--- src/shared/swdt_pkg.sv ---
// Constants shared by the system watchdog timer files
package swdt_pkg;
    // Register page bases on the standard and extended bus
    localparam logic [31:0] SWDT_BASE_STD    = 32'hf020_3000;
    localparam logic [31:0] SWDT_BASE_EXT    = 32'hffe0_3000;
    localparam int          SWDT_PAGE_LSB    = 12;
    // Register offsets inside the page
    localparam logic [11:0] SWDT_OFF_CTRL    = 12'h000;
    localparam logic [11:0] SWDT_OFF_ALIVE   = 12'h004;
    // Control register fields and reset values
    localparam int          SWDT_EN_BIT      = 0;
    localparam int          SWDT_ERR_BIT     = 8;
    localparam logic        SWDT_EN_RST      = 1'b0;
    localparam logic        SWDT_ERR_RST     = 1'b0;
    // Hard-wired timeout interrupt write
    localparam logic [31:0] SWDT_TOC_ADDR    = 32'hfffb_e030;
    localparam logic [31:0] SWDT_TOC_DATA    = 32'h0000_0005;
    // Intervals are fixed clock counts, quoted at a 30 MHz reference clock
    localparam longint      SWDT_REF_CLK_KHZ = 30000;
    localparam longint      SWDT_INTERVAL_US = 350000;
    localparam longint      SWDT_PULSE_US    = 2200;
    localparam int          SWDT_INTERVAL_CYC = int'(SWDT_INTERVAL_US * SWDT_REF_CLK_KHZ / 64'd1000);
    localparam int          SWDT_PULSE_CYC    = int'(SWDT_PULSE_US * SWDT_REF_CLK_KHZ / 64'd1000);
    localparam int          SWDT_CNT_W       = 24;
endpackage

--- src/swdt_top.sv ---
// System watchdog timer: register slave, interval timing, interrupt write, reset pulse
`timescale 1ns/1ps
`default_nettype none
// What this block does
// - Control bit 0 write enables or disables; reads return enable in bit 0.
// - Device reset leaves the watchdog disabled and without effect.
// - Any alive write restarts the running interval.
// - Alive reads return meaningless data and restart nothing.
// - First expiry requests the bus, does one interrupt write, releases.
// - Interrupt write carries data 0x00000005 to address 0xfffbe030.
// - A second expiry after the interrupt asserts the low system reset.
// - Both intervals are one fixed count of bus clocks.
// - System reset stays asserted a fixed count of bus clocks.
// - Master error sets control bit 8; control write or reset clears it.
// - Error causes: no responder, address parity, data parity.
// - Writes take all 32 data bits, byte enables ignored.
// - Reads drive all 32 bits, unused bits zero.
// - Bursts follow protocol but only the first word acts.
// - Reset output releases on its own within the pulse time.
// - Registers decode at the standard or extended base page.
module swdt_top
#(
    parameter bit EXT_BUS          = 1'b0,
    parameter int INTERVAL_CYCLES  = swdt_pkg::SWDT_INTERVAL_CYC,
    parameter int RST_PULSE_CYCLES = swdt_pkg::SWDT_PULSE_CYC
)
(
    input  wire logic        ref_clk,
    input  wire logic        sys_rst,
    input  wire logic        clk_en,
    input  wire logic        bus_sel,
    input  wire logic [31:0] bus_addr,
    input  wire logic        bus_write,
    input  wire logic        bus_first,
    input  wire logic [31:0] bus_wdata,
    output logic             bus_ready,
    output logic      [31:0] bus_rdata,
    output logic             mst_req,
    input  wire logic        mst_gnt,
    output logic             mst_addr_valid,
    output logic      [31:0] mst_addr,
    output logic      [31:0] mst_wdata,
    input  wire logic        mst_ack,
    input  wire logic        mst_noresp,
    input  wire logic        mst_addr_perr,
    input  wire logic        mst_data_perr,
    output logic             system_reset_out_n,
    output logic             system_reset_oe
);
    import swdt_pkg::*;

    typedef enum logic [2:0] {W_OFF, W_RUN1, W_TOC, W_RUN2, W_RST} swdt_state_t;
    typedef enum logic [1:0] {M_IDLE, M_REQ, M_ADDR, M_WAIT} swdt_mst_t;

    localparam logic [31:0] BASE = EXT_BUS ? SWDT_BASE_EXT : SWDT_BASE_STD;

    swdt_state_t           state_ff;
    swdt_state_t           nxt_state;
    swdt_mst_t             mst_ff;
    swdt_mst_t             nxt_mst;
    logic                  enable_ff;
    logic                  nxt_enable;
    logic                  error_ff;
    logic                  nxt_error;
    logic                  ready_ff;
    logic [31:0]           rdata_ff;
    logic [31:0]           nxt_rdata;
    logic [31:0]           maddr_ff;
    logic [31:0]           nxt_maddr;
    logic [31:0]           mdata_ff;
    logic [31:0]           nxt_mdata;
    logic                  rst_drv_ff;
    logic                  hit;
    logic                  eff;
    logic                  ctrl_wr;
    logic                  alive_wr;
    logic                  ctrl_rd;
    logic                  toc_start;
    logic                  mst_done;
    logic                  mst_fail;
    logic                  cnt_restart;
    logic                  cnt_run;
    logic                  cnt_expire;
    logic [SWDT_CNT_W-1:0] cnt_limit;
    logic [SWDT_CNT_W-1:0] cnt_val;

    // Register slave decode
    assign hit      = bus_sel && (bus_addr[31:SWDT_PAGE_LSB] == BASE[31:SWDT_PAGE_LSB]);
    assign eff      = hit && bus_first;
    assign ctrl_wr  = eff && bus_write && (bus_addr[11:2] == SWDT_OFF_CTRL[11:2]);
    assign alive_wr = eff && bus_write && (bus_addr[11:2] == SWDT_OFF_ALIVE[11:2]);
    assign ctrl_rd  = eff && !bus_write && (bus_addr[11:2] == SWDT_OFF_CTRL[11:2]);

    // Error sampled only while this block owns the bus
    assign mst_done = (mst_ff == M_WAIT) && (mst_ack || mst_fail);
    assign mst_fail = mst_noresp || mst_addr_perr || mst_data_perr;

    always_comb
    begin
        // Byte enables are not even taken in: the word is always whole
        nxt_enable = ctrl_wr ? bus_wdata[SWDT_EN_BIT] : enable_ff;
        // A failing write in the same cycle as a control write still sets the flag
        if ((mst_ff == M_WAIT) && mst_fail)
            nxt_error = 1'b1;
        else if (ctrl_wr)
            nxt_error = 1'b0;
        else
            nxt_error = error_ff;
        nxt_rdata = '0;
        if (ctrl_rd)
        begin
            nxt_rdata[SWDT_EN_BIT]  = enable_ff;
            nxt_rdata[SWDT_ERR_BIT] = error_ff;
        end
    end

    always_ff @(posedge ref_clk)
    begin
        if (sys_rst)
        begin
            enable_ff <= SWDT_EN_RST;
            error_ff  <= SWDT_ERR_RST;
            ready_ff  <= 1'b0;
            rdata_ff  <= '0;
        end
        else if (clk_en)
        begin
            enable_ff <= nxt_enable;
            error_ff  <= nxt_error;
            ready_ff  <= hit;
            rdata_ff  <= nxt_rdata;
        end
    end

    assign bus_ready = ready_ff;
    assign bus_rdata = rdata_ff;

    // Watchdog sequence
    always_comb
    begin
        nxt_state   = state_ff;
        cnt_restart = 1'b0;
        toc_start   = 1'b0;
        unique case (state_ff)
            W_OFF:
                if (enable_ff)
                    nxt_state = W_RUN1;
            W_RUN1:
                if (!enable_ff)
                    nxt_state = W_OFF;
                else if (alive_wr)
                    cnt_restart = 1'b1;
                else if (cnt_expire)
                begin
                    nxt_state = W_TOC;
                    toc_start = 1'b1;
                end
            // Alive writes here do not cancel a write already under way
            W_TOC:
                if (mst_done)
                    nxt_state = enable_ff ? W_RUN2 : W_OFF;
            W_RUN2:
                if (!enable_ff)
                    nxt_state = W_OFF;
                else if (alive_wr)
                    nxt_state = W_RUN1;
                else if (cnt_expire)
                    nxt_state = W_RST;
            // The pulse always runs out, even if software disables meanwhile
            W_RST:
                if (cnt_expire)
                    nxt_state = W_OFF;
        endcase
        if ((nxt_state != state_ff) && (nxt_state inside {W_RUN1, W_RUN2, W_RST}))
            cnt_restart = 1'b1;
    end

    always_ff @(posedge ref_clk)
    begin
        if (sys_rst)
        begin
            state_ff   <= W_OFF;
            rst_drv_ff <= 1'b0;
        end
        else if (clk_en)
        begin
            state_ff   <= nxt_state;
            rst_drv_ff <= (nxt_state == W_RST);
        end
    end

    assign cnt_run   = state_ff inside {W_RUN1, W_RUN2, W_RST};
    assign cnt_limit = (state_ff == W_RST) ? SWDT_CNT_W'(RST_PULSE_CYCLES)
                                           : SWDT_CNT_W'(INTERVAL_CYCLES);

    swdt_interval_cnt u_cnt
    (
        .ref_clk (ref_clk),
        .sys_rst (sys_rst),
        .clk_en  (clk_en),
        .restart (cnt_restart),
        .run     (cnt_run),
        .limit   (cnt_limit),
        .count   (cnt_val),
        .expire  (cnt_expire)
    );

    // Open-drain reset pin: only ever pulls low
    assign system_reset_oe    = rst_drv_ff;
    assign system_reset_out_n = !rst_drv_ff;

    // Bus master for the single interrupt write
    always_comb
    begin
        nxt_mst   = mst_ff;
        nxt_maddr = maddr_ff;
        nxt_mdata = mdata_ff;
        unique case (mst_ff)
            M_IDLE:
                if (toc_start)
                    nxt_mst = M_REQ;
            M_REQ:
                if (mst_gnt)
                begin
                    nxt_mst   = M_ADDR;
                    nxt_maddr = SWDT_TOC_ADDR;
                    nxt_mdata = SWDT_TOC_DATA;
                end
            M_ADDR:
                nxt_mst = M_WAIT;
            M_WAIT:
                if (mst_done)
                begin
                    nxt_mst   = M_IDLE;
                    nxt_maddr = '0;
                    nxt_mdata = '0;
                end
        endcase
    end

    always_ff @(posedge ref_clk)
    begin
        if (sys_rst)
        begin
            mst_ff   <= M_IDLE;
            maddr_ff <= '0;
            mdata_ff <= '0;
        end
        else if (clk_en)
        begin
            mst_ff   <= nxt_mst;
            maddr_ff <= nxt_maddr;
            mdata_ff <= nxt_mdata;
        end
    end

    assign mst_req        = (mst_ff != M_IDLE);
    assign mst_addr_valid = (mst_ff == M_ADDR);
    assign mst_addr       = maddr_ff;
    assign mst_wdata      = mdata_ff;
endmodule
`default_nettype wire

--- src/swdt_interval_cnt.sv ---
// Interval counter of the system watchdog timer
`timescale 1ns/1ps
`default_nettype none
module swdt_interval_cnt
(
    input  wire logic                            ref_clk,
    input  wire logic                            sys_rst,
    input  wire logic                            clk_en,
    input  wire logic                            restart,
    input  wire logic                            run,
    input  wire logic [swdt_pkg::SWDT_CNT_W-1:0] limit,
    output logic      [swdt_pkg::SWDT_CNT_W-1:0] count,
    output logic                                 expire
);
    import swdt_pkg::*;

    logic [SWDT_CNT_W-1:0] cnt_ff;
    logic [SWDT_CNT_W-1:0] nxt_cnt;

    // Holds at the last value once expired, until restarted
    always_comb
    begin
        nxt_cnt = cnt_ff;
        if (restart)
            nxt_cnt = '0;
        else if (run && !expire)
            nxt_cnt = cnt_ff + 1'b1;
    end

    always_ff @(posedge ref_clk)
    begin
        if (sys_rst)
            cnt_ff <= '0;
        else if (clk_en)
            cnt_ff <= nxt_cnt;
    end

    assign count  = cnt_ff;
    assign expire = run && (cnt_ff == limit - 1'b1);
endmodule
`default_nettype wire

--- config.mk ---
export PLATFORM = sky130hd
export DESIGN_NAME = swdt_top
export DESIGN_NICKNAME = d
export VERILOG_FILES = /design/src/shared/swdt_pkg.sv /design/src/swdt_top.sv /design/src/swdt_interval_cnt.sv
export SDC_FILE = /design/constraint.sdc
export NUM_CORES = 1
export LEC_CHECK = 0
export BUFFER_PORTS_ARGS = -buffer_cell sky130_fd_sc_hd__buf_4
export CORE_MARGIN = 3
export CORE_UTILIZATION = 35
export DETAILED_ROUTE_END_ITERATION = 12
export GPL_TIMING_DRIVEN = 0
export MAX_ROUTING_LAYER = met4
export PLACE_DENSITY = 0.64
export SYNTH_ARGS = -nofsm -noshare
export SYNTH_HDL_FRONTEND = slang
export SYNTH_HIERARCHICAL = 1
export SYNTH_SLANG_ARGS = --single-unit
--- constraint.sdc ---
create_clock -name ref_clk -period 13.7 [get_ports ref_clk]
set_input_delay 0 -clock ref_clk [delete_from_list [all_inputs] [get_ports ref_clk]]
set_output_delay 0 -clock ref_clk [all_outputs]
set_load 0.03 [all_outputs]
### After elaboration in Yosys (flattened, before gate mapping)

Cells that the tools add are included.

* add/subtract/negate cells: 2
* equal/unequal tests: 17
* muxes and demuxes: 35
* reduce and logical (&&, ||, !) cells: 32

Operators by type and width (count)
* 32-bit one-hot mux with 2 select lines: 2
* 32-bit two-way mux: 3
* 24-bit two-way mux: 3
* 3-bit two-way mux: 9
* 24-bit by 1-bit adder with 24-bit output (second input constant): 1
* 24-bit == test: 1
* 24-bit by 1-bit subtractor with 24-bit output (second input constant): 1
* 20-bit == test (second input constant): 1
* 3-bit one-hot mux with 5 select lines: 1
* 1-bit logical AND: 12
* 1-bit two-way mux: 12
* 10-bit by 1-bit == test with 1-bit output (second input constant): 1
* 10-bit zero test: 1
* 3-bit by 2-bit == test with 1-bit output (second input constant): 3
* 2-bit two-way mux: 4
* 2-bit one-hot mux with 4 select lines: 1
* 4-bit AND reduction: 2
* 2-bit nonzero test: 4
* 3-bit by 1-bit == test with 1-bit output (second input constant): 2
* 3-bit == test (second input constant): 2
* 2-bit != test (second input constant): 3
* 2-bit AND reduction: 3
* 3-bit nonzero test: 2
* 2-bit == test (second input constant): 2
* other kinds (6): 10

* bits in registers: 99
* input port bits: 75
* output and inout bits: 101
* word-level logic and storage cells: 96

### Longest topological paths before layout

Gate-level depths: netlist (run 1).

* word-level depth: 15
* mapped depth: 25
* mapped depth without buffers: 20

### Hierarchy

Netlist (run 1), hierarchy kept.

Modules (own cells, without submodules)
* swdt_interval_cnt: times used 1, cells each 330, area an instance 2438.6 um^2, sequential area each 480.5 um^2
* swdt_top: times used 1, cells each 221, area an instance 1700.4 um^2, sequential area each 240.2 um^2

### Worst setup path before layout (run 1)

OpenSTA, ideal clock, no wires.

* kind: reg-to-reg
* from: register state_ff[1]
* to: register u_cnt.cnt_ff[16], in the netlist u_cnt/count[16]
* library setup time: 0.070 ns
* arrival time: 5.672 ns
* data required time: 13.630 ns
* setup slack: 7.957 ns
* stages on the path, launching flop included: 24
* path buffers: 3
* period minus slack after synthesis: 5.743 ns
* cells stage by stage: dfxtp_1 > clkbuf_1 > nor2_1 > nand2_1 > inv_1 > or4_4 > or3_1 > mux2_1 > a2111oi_0 > nand4_1 > nor3_1 > clkbuf_1 > mux2i_1 > o21ai_0 > o21ai_0 > o31ai_1 > a211oi_1 > o21ai_0 > a2111oi_0 > and4_1 > a21o_1 > buf_6 > or4_1 > a21oi_1

* word-level cells in the longest chain between the ends: 15
* elaborated cells between the ends (all ways): 33
* those cells by class: 1 x add/sub; 9 x eq/ne; 14 x mux; 9 x reduce/logical

Ends and longest elaborated chain
* start: declaration: line swdt_top.sv:57 `swdt_state_t state_ff;`
* start signal: assignment: line swdt_top.sv:187 `state_ff <= nxt_state;`
* 3-bit == test (*): line swdt_top.sv:193 `assign cnt_limit = (state_ff == W_RST) ? SWDT_CNT_W'(RST_PULSE_CYCLES)`
* 24-bit two-way mux (*): line swdt_top.sv:193
* net cnt_limit[10]: line swdt_top.sv:84 `logic [SWDT_CNT_W-1:0] cnt_limit;`
* 24-bit by 1-bit subtractor with 24-bit output (*): line swdt_interval_cnt.sv:39 `assign expire = run && (cnt_ff == limit - 1'b1);`
* 24-bit == test (*): line swdt_interval_cnt.sv:39
* 1-bit logical AND (*): line swdt_interval_cnt.sv:39
* net cnt_expire: line swdt_top.sv:83 `logic cnt_expire;`
* 3-bit two-way mux, on equally long branches: line swdt_top.sv:167, swdt_top.sv:153
* [... 2 more ...]
* 3-bit one-hot mux with 5 select lines (*): line swdt_top.sv:144 `unique case (state_ff)`
* 3-bit by 1-bit == test with 1-bit output (tied with other cells): line swdt_top.sv:174 `if ((nxt_state != state_ff) && (nxt_state inside {W_RUN1, W_RUN2, W_RST}))`
* 3-bit nonzero test: line swdt_top.sv:174
* 1-bit logical AND (*): line swdt_top.sv:174
* 1-bit two-way mux (*): line swdt_top.sv:174
* net cnt_restart: line swdt_top.sv:81 `logic cnt_restart;`
* 2-bit nonzero test (no source line)
* 2-bit AND reduction (no source line)
* end signal: assignment: line swdt_interval_cnt.sv:35 `cnt_ff <= nxt_cnt;`
* end: declaration: line swdt_interval_cnt.sv:17 `logic [SWDT_CNT_W-1:0] cnt_ff;`

The timed path passes the listed nets; every way through them passes the cells marked *.
A chain may end at the register's enable or synchronous reset.

### Worst setup path in the final report (run 1)

Same ends and word-level chain as after synthesis.

==> results.toml, run 1 <==
[status]
status = "finished clean"

[worst_setup_path]
max_stage_delay_ns = 0.69
crit_slowest_cell = "nand2_1"
endpoint_kind = "flop"
cp_max_fo = 26
crit_arrival_ns = 7.62
cp_common_cell = "o21ai_0"
cp.required_ns = 13.90
rr_worst_depth = 23
cp-start-kind = "flop"
path_class = "reg -> reg"
cp_cell_sequence = "clkbuf_1 > nor2_1 > nand2_1 > inv_1 > or4_4 > or3_1 > mux2_1 > a2111oi_0 > nand4_1 > nor3_1 > clkbuf_1 > mux2i_1 > o21ai_0 > o21ai_0 > o31ai_1 > a211oi_1 > o21ai_0 > a2111oi_0 > and4_1 > a21o_1 > buf_6 > or4_1 > a21oi_1"

[global_route]
track_usage = 0.1818
grt_max_degree = 27
gr-total-overflow = 0
grt_pass1_vias = 3985
grt_pass1_wl_mm = 19.29
antenna_found_initial = 0

[cells_and_area]
drive_gt1_frac = 0.2562
n_fill_cell = 1160
final_cell_mix = "buf_4, conb_1, nand2_1, dfxtp_1, nor2_1"
final_cell_area_um2 = 5528
multi_input_area_um2 = 3035
final_net_count = 849
antenna_cells = 0
final_common_cell = "buf_4"
seq_area_um2 = 720.7
final_core_utilization = 0.4821
synthToLayoutAreaGrowth_pct = 33.55

[placement]
finalWeightedCongestion = 0.9422
io_buffer_count = 70
hpwl_mm = 9.542
placed_cell_area_um2 = 5361

[clocking]
cts_sinks = 36
path_clk_slew_ns = 0.06
cts_root_buffer = "clkbuf_16"
cts_setup_buffers = 0
clock_latency_ns = 0.28
cts_tree = "done"
cts_resized = 0
cts_made_buffers = 5
hold_buffers = 2
clock_path_buffers = 2
cts_max_level = 2

[sta]
layout_min_cycle_time_ns = 7.421
rsz0062_at_grt = "false"
tightest_slew_ns = 0.8890
drv_slew = 0
holdWs_ns = 0.1007
fmax_ghz = 0.1348
final.setup.tns_ns = 0
post-route-period-util = 0.5417
hold_viol = 0
timing.slew.headroom = 0.3996
setup_viol = 0
finClkSkew_ns = 0.004499

[die]
rows = 39
dieWidth_um = 114.7
die_height_um = 114.7
start_util = 0.3609
io_pins = 176
coreArea_um2 = 11470
dieArea_um2 = 13170

[synthesis]
async_flop_share = 0
yosysWarnings = 6
yosys_most_used_dff = "dfxtp_1"
netlist_area_um2 = 4139
ys_seq_area_frac = 0.1741
syn_inst = 551
ys_ff_latch = 36
synth_edf_count = 0
syn_avg_cell_area_um2 = 7.512
synth.distinct_cells = 74

[routing]
drc_errors = 0
first_iter_violations = 347
num_vias = 4369
vias_per_cell = 4.791
routed_wirelength_mm = 11.78
detail-route-antenna-nets = 0
drtPass1Iterations = 6
drt-wirelength-per-cell_um = 12.92

[pwr]
irDropWorstVdd_uv = 43.94
leakagePower_nw = 2.524
power_per_cell_area_nw_per_um2 = 57.49

[min_path]
min_path_type = "in -> reg"
hold_path_depth = 4

[run]
cap_viol_max_count = 0
[layer usage]
layer	track usage	up-vias	part of all wire
met4	0.05086	0	0.013
met2	0.3081	160	0.50
met1	0.2312	1975	0.42
li1	-	2222	-
met5	-	-	0
met3	0.01737	12	0.062
[flip-flops by register name, summed over array words and instances (netlist names), 2 cells and up]
name,cells
bus_rdata,2
state_ff,3
u_cnt/count,24
mst_ff,2
[kinds of logic after synthesis]
logic type,Yosys count,share of synthesized area
AOI/OAI and AO/OA,123,0.2044
xor gates and xnor gates,31,0.06560
adders and majority gates,6,0.01814
buffers and inverters,142,0.2177
DFF,36,0.1741
muxes,7,0.01723
other,2,0.001814
and+or+nand+nor,204,0.3011
[path summary, 6_finish.rpt]
path               start              end  slack (ns)
max          state_ff[1]  u_cnt/count[16]        6.28
min          bus_addr[2]     bus_rdata[0]        0.10
max reg2reg  state_ff[1]  u_cnt/count[16]        6.28
min reg2reg     error_ff         error_ff        0.46
[through the flow]
| step | cells | power (W) | worst slack, ns |
|---|---|---|---|
| floorplan | 689 | 0.0001826 | 7.957 |
| global placement | 902 | 0.0002017 | 6.382 |
| detailed placement | 902 | 0.0002024 | 6.391 |
| CTS | 912 | 0.0003182 | 6.322 |
| global route | 912 | 0.0003353 | 5.643 |
| finish | 912 | 0.0003178 | 6.279 |
[cell usage after synthesis, types with 5 or more instances]
cell | n | area [um2]
nand3_1 | 14 | 70.07
nand4_1 | 13 | 81.33
a21oi_1 | 28 | 140.1
a22oi_1 | 7 | 52.55
and2_1 | 5 | 31.28
or3_1 | 14 | 87.58
o21ai_1 | 12 | 60.06
nand2_1 | 36 | 135.1
nor4_1 | 8 | 50.05
clkbuf_1 | 18 | 67.56
xor2_1 | 14 | 122.6
xnor2_1 | 17 | 148.9
a211oi_1 | 6 | 45.04
dfxtp_1 | 36 | 720.7
nand2b_1 | 5 | 31.28
and4_1 | 7 | 61.31
nor3_1 | 10 | 50.05
or4_1 | 18 | 135.1
o31ai_1 | 7 | 52.55
o21ai_0 | 18 | 90.09
nor2_1 | 35 | 131.4
buf_4 | 94 | 705.7
inv_1 | 21 | 78.83
and3_1 | 5 | 31.28
buf_2 | 6 | 30.03
ha_1 | 6 | 75.07
mux2i_1 | 6 | 60.06
[cell type report]
cell class / count / area share
buffer: 121 / 0.1487
clock buffer: 8 / 0.02648
inverter: 21 / 0.01426
multi-input combinational: 511 / 0.5491
sequential: 36 / 0.1304
tap: 143 / 0.03237
timing repair buffer: 72 / 0.09869
[critical path: cells and delay by family, from the launching register on]
family	cells	cell delay, ns
mux	2	0.51
buf+inv	4	1.43
compound gates	9	1.90
flops	1	0.41
simple gates	8	3.07
[power breakdown]
group          total [W]  internal [W]  switching [W]
Clock           0.000114     0.0000725      0.0000419
Sequential      0.000106      0.000105    0.000000896
Combinational  0.0000970     0.0000357      0.0000612
Note: power is estimated with default switching activity, not from simulation.
==> run 2: changes to the inputs <==
==> constraint.sdc (replaced) <==
create_clock -name ref_clk -period 7.1 [get_ports ref_clk]
set_input_delay 0 -clock ref_clk [delete_from_list [all_inputs] [get_ports ref_clk]]
set_output_delay 0 -clock ref_clk [all_outputs]
set_load 0.03 [all_outputs]
==> results.toml, run 2 (synthesis gave the netlist of run 1 again) <==
[placement]
hpwl_mm = 9.542
placed_cell_area_um2 = 5361
io_buffer_count = 70
finalWeightedCongestion = 0.9422

[worst_setup_path]
path_class = "reg -> reg"
cp_cell_sequence = "clkbuf_1 > nor2_1 > nand2_4 > inv_1 > or4_4 > or3_1 > mux2_1 > a2111oi_0 > nand4_1 > nor3_1 > clkbuf_2 > mux2i_1 > o21ai_0 > o21ai_0 > o31ai_1 > a211oi_1 > o21ai_1 > a2111oi_0 > and4_1 > a21o_1 > buf_6 > or4_1 > a21oi_1"
crit_slowest_cell = "or4_4"
max_stage_delay_ns = 0.60
r2r_setup_slack_ns = 0.65
cp-start-kind = "flop"
cp_num_buf_inv = 4
path_delay_family = "simple AND/OR/NAND/NOR gates"
endpoint_kind = "flop"
cp.required_ns = 7.30
cp_max_fo = 26
crit_arrival_ns = 6.65

[cells_and_area]
final_cell_area_um2 = 5537
final_net_count = 849
multi_input_area_um2 = 3043
synthToLayoutAreaGrowth_pct = 33.77
final_common_cell = "buf_4"
seq_area_um2 = 720.7
final_cell_mix = "buf_4, conb_1, dfxtp_1"
largest_register_ffs = 24
antenna_cells = 0
drive_gt1_frac = 0.2588
n_fill_cell = 1159

[sta]
finClkSkew_ns = 0.003998
timing.slew.headroom = 0.4008
rsz0062_at_grt = "false"
setup_viol = 0
final.setup.tns_ns = 0
holdWs_ns = 0.1008
tightest_slew_ns = 0.8872
post-route-period-util = 0.9080
drv_slew = 0
hold_viol = 0
layout_min_cycle_time_ns = 6.447
fmax_ghz = 0.1551

[die]
dieWidth_um = 114.7
dieArea_um2 = 13170
start_util = 0.3609
io_pins = 176
die_height_um = 114.7
rows = 39
coreArea_um2 = 11470

[global_route]
track_usage = 0.1818
antenna_found_initial = 0
gr-total-overflow = 0
grt_max_degree = 27
grt_pass1_wl_mm = 19.29
grt_pass1_vias = 3985

[clocking]
cts_root_buffer = "clkbuf_16"
path_clk_slew_ns = 0.06
cts_sinks = 36
cts_max_level = 2
cts_made_buffers = 5
clock_path_buffers = 2
cts_tree = "done"
clock_latency_ns = 0.28

[min_path]
min_path_type = "in -> reg"

[routing]
num_vias = 4381
drtPass1Iterations = 5
routed_wirelength_mm = 11.80
drt-wirelength-per-cell_um = 12.94
drc_errors = 0
vias_per_cell = 4.804
detail-route-antenna-nets = 0
first_iter_violations = 344

[pwr]
leakagePower_nw = 2.531
power_per_cell_area_nw_per_um2 = 110.8
irDropWorstVdd_uv = 84.80

[status]
status = "finished clean"

[run]
cap_viol_max_count = 0
-- run 2: cell counts in the layout (fill, tap and decap cells not counted) --
No cell type changed its count.
-- run 2: repair_timing --
action,in CTS,in global routing
setup endpoints to repair,20,22
endpoints found under the hold margin,3,0
hold buffers,2,0
resized for setup,1,4
buffers inserted,0,0
-- run 2: final cells by class --
cell class	instances	share of cell area
tap	143	0.03232
multi-input combinational	511	0.5496
clock buffer	8	0.02644
timing repair buffer	72	0.09853
sequential	36	0.1302
inverter	21	0.01424
buffer	121	0.1487
-- run 2: metrics by stage --
step                      utilization  power [W]  instances  setup slack (ns)
final                          0.4828  0.0006137        912            0.6529
after global routing           0.4828  0.0006473        912            0.1432
after CTS                      0.4823  0.0006140        912            0.1160
after detailed placement       0.4675  0.0003905        902           -0.2092
after global placement         0.4675  0.0003892        902           -0.2180
after floorplan                     -  0.0003523        689             1.357
-- run 2: path summary, 6_finish.rpt --
kind | startpoint | depth (start not counted) | endpoint
min reg2reg | error_ff | 2 | error_ff
min | bus_addr[2] | 4 | bus_rdata[0]
max reg2reg | state_ff[1] | 23 | u_cnt/count[16]
max | state_ff[1] | 23 | u_cnt/count[16]
-- run 2: report_power, final --
part / internal (W) / switching (W) / total (W)
Combinational: 0.0000690 / 0.000119 / 0.000188
Clock: 0.000140 / 0.0000810 / 0.000221
Sequential: 0.000204 / 0.00000170 / 0.000205
Total: 0.000412 / 0.000201 / 0.000614
-- run 2: layer usage --
layer	up-vias	global-route usage	share of wire
met2	154	0.3081	0.50
met3	14	0.01737	0.065
li1	2223	-	-
met4	0	0.05086	0.015
met5	-	-	0
met1	1990	0.2312	0.42
-- run 2: tightest hold or removal path: stages --
cell	delay [ns]
buf_4	0.09
nor4b_2	0.04
a22oi_1	0.14
nor2_1	0.05
==> run 3: changes to the inputs <==
==> config.mk (replaced) <==
export PLATFORM = sky130hd
export DESIGN_NAME = swdt_top
export DESIGN_NICKNAME = d
export VERILOG_FILES = /design/src/shared/swdt_pkg.sv /design/src/swdt_top.sv /design/src/swdt_interval_cnt.sv
export SDC_FILE = /design/constraint.sdc
export NUM_CORES = 1
export LEC_CHECK = 0
export BUFFER_PORTS_ARGS = -buffer_cell sky130_fd_sc_hd__buf_2
export CORE_MARGIN = 3
export CORE_UTILIZATION = 35
export DETAILED_ROUTE_END_ITERATION = 12
export GPL_TIMING_DRIVEN = 0
export PLACE_DENSITY = 0.66
export SYNTH_ARGS = -nofsm -noshare
export SYNTH_HDL_FRONTEND = slang
export SYNTH_SLANG_ARGS = --single-unit
==> results.toml, run 3 <==
[cells_and_area]
final_cell_area_um2 = 4335
largest_register_ffs = 24
synthToLayoutAreaGrowth_pct = 25.86
drive_gt1_frac = 0.3328
antenna_cells = 0
final_cell_mix = "buf_4, buf_2, conb_1"
final_net_count = 668
final_common_cell = "buf_4"

[clocking]
hold_buffers = 1
cts_max_level = 2
cts_resized = 0
clock_path_buffers = 2
cts_sinks = 36
clock_latency_ns = 0.29
cts_root_buffer = "clkbuf_8"
path_clk_slew_ns = 0.08
cts_made_buffers = 5
cts_tree = "done"
cts_setup_buffers = 0

[synthesis]
yosysWarnings = 0
yosys_most_used_dff = "dfxtp_1"
ys_seq_area_frac = 0.2092
synth.distinct_cells = 71
synth_common_cells = "buf_4, dfxtp_1, nand2_1"
ys_ff_latch = 36
syn_avg_cell_area_um2 = 7.829
synth_area_leaders = "dfxtp_1, buf_4, nand4_1"
syn_inst = 440
synth_edf_count = 0
yosys.area.top_type = "dfxtp_1"
netlist_area_um2 = 3445
async_flop_share = 0
synth_top_area_frac = 0.2092
yosysMostFrequentCell = "buf_4"

[pwr]
irDropWorstVdd_uv = 75.56
power_per_cell_area_nw_per_um2 = 119.9
leakagePower_nw = 1.950

[sta]
post-route-period-util = 0.3540
setup_viol = 0
tightest_slew_ns = 0.9365
rsz0062_at_grt = "false"
hold_viol = 0
timing.slew.headroom = 0.3699
final.setup.tns_ns = 0
finClkSkew_ns = 0.01009
drv_slew = 0
holdWs_ns = 0.1122
fmax_ghz = 0.3978
layout_min_cycle_time_ns = 2.514

[placement]
io_buffer_count = 69
placed_cell_area_um2 = 4218
finalWeightedCongestion = 0.9352
hpwl_mm = 7.538

[worst_setup_path]
max_stage_delay_ns = 0.39
cp_common_cell = "buf_6"
endpoint_kind = "flop"
cp_num_buf_inv = 3
path_delay_family = "compound AO/OA/AOI/OAI gates"
cp.depth = 9
crit_slowest_cell = "a21oi_4"
cp-startpoint = "u_cnt.count[15]"
reg2reg_from = "u_cnt.count[15]"
cp.required_ns = 7.28
rr_worst_depth = 9
path_class = "reg -> reg"
cp_cell_sequence = "clkbuf_1 > nor4b_1 > nand4_1 > a21oi_4 > o21ai_2 > buf_6 > buf_6 > a41oi_2 > o41ai_2"
crit_arrival_ns = 2.69
cp-start-kind = "flop"
cp_max_fo = 10

[routing]
num_vias = 3568
vias_per_cell = 4.969
first_iter_violations = 328
drt-wirelength-per-cell_um = 13.43
detail-route-antenna-nets = 0
drtPass1Iterations = 5
routed_wirelength_mm = 9.641
drc_errors = 0

[status]
status = "finished clean"

[min_path]
min-delay-start = "mst_gnt"
min_path_type = "in -> reg"
hold_path_depth = 6

[global_route]
grt_max_degree = 25
antenna_found_initial = 0
track_usage = 0.1679
gr-total-overflow = 0
grt_pass1_vias = 3309
grt_pass1_wl_mm = 15.71

[die]
rows = 35
io_pins = 176
die_height_um = 105.2
dieWidth_um = 105.2
start_util = 0.3658
coreArea_um2 = 9415
dieArea_um2 = 11070

[run]
cap_viol_max_count = 0
[run 3: changes by cell type after synthesis, sizes merged, moves of 13 or more]
| cell | before | now |
|---|---|---|
| a21oi | 28 | 8 |
| o21ai | 30 | 10 |
| xnor2 | 17 | 0 |
| or4 | 20 | 4 |
| a31oi | 3 | 18 |
| nor2 | 35 | 22 |
| xor2 | 14 | 1 |
[run 3: logic make-up after synthesis]
kind of cell / synth area share
simple gates: 0.2888
buf+inv: 0.2673
compound gates: 0.2041
flops: 0.2092
fa+ha+maj: 0.01816
mux: 0.008718
other cells: 0.001089
xor+xnor: 0.002543
[run 3: power by group]
part           total [W]  switching [W]  leakage, nW  internal, W
combinational   0.000132      0.0000864         1.60    0.0000457
clock           0.000183      0.0000790       0.0552     0.000104
sequential      0.000204     0.00000130        0.290     0.000203
total           0.000520       0.000167         1.95     0.000353
[run 3: layer usage]
layer  track usage  share of wire  vias up
met5             0              0        -
met4       0.04780          0.022        0
met3       0.01915          0.076       24
met2        0.3005           0.50      176
met1        0.2104           0.40     1627
li1              -              -     1741
[run 3: area by class of cell]
class                   count  area, um2
flip-flops and latches     36      720.7
inverters                  29      108.9
fillers                   930       5080
well taps                 129      161.4
clock buffers               6      72.57
clock inverters             2      35.03
multi-input cells         333       2069
repair buffers             70      355.3
plain buffers             113      812.0
[run 3: worst reg2reg max path: cells and delay by family (launching register included)]
family,cells,cell delay [ns]
compound gates,4,0.81
buf+inv,3,0.55
flops,1,0.30
simple gates,2,0.74
[run 3: path summary, 6_finish.rpt]
check | endpoint | slack [ns]
max | u_cnt.count[10] | 4.59
max reg2reg | u_cnt.count[10] | 4.59
min | mst_addr[30] | 0.11
min reg2reg | error_ff | 0.47
[run 3: per-stage QoR]
step / power, W / setup slack (ns) / util / instances
global route: 0.0005395 / 4.459 / 0.4605 / 718
CTS: 0.0005183 / 4.633 / 0.4605 / 718
floorplan: 0.0003153 / 5.056 / - / 511
global placement: 0.0003362 / 4.624 / 0.4480 / 709
detailed placement: 0.0003373 / 4.645 / 0.4480 / 709
finish: 0.0005197 / 4.586 / 0.4605 / 718
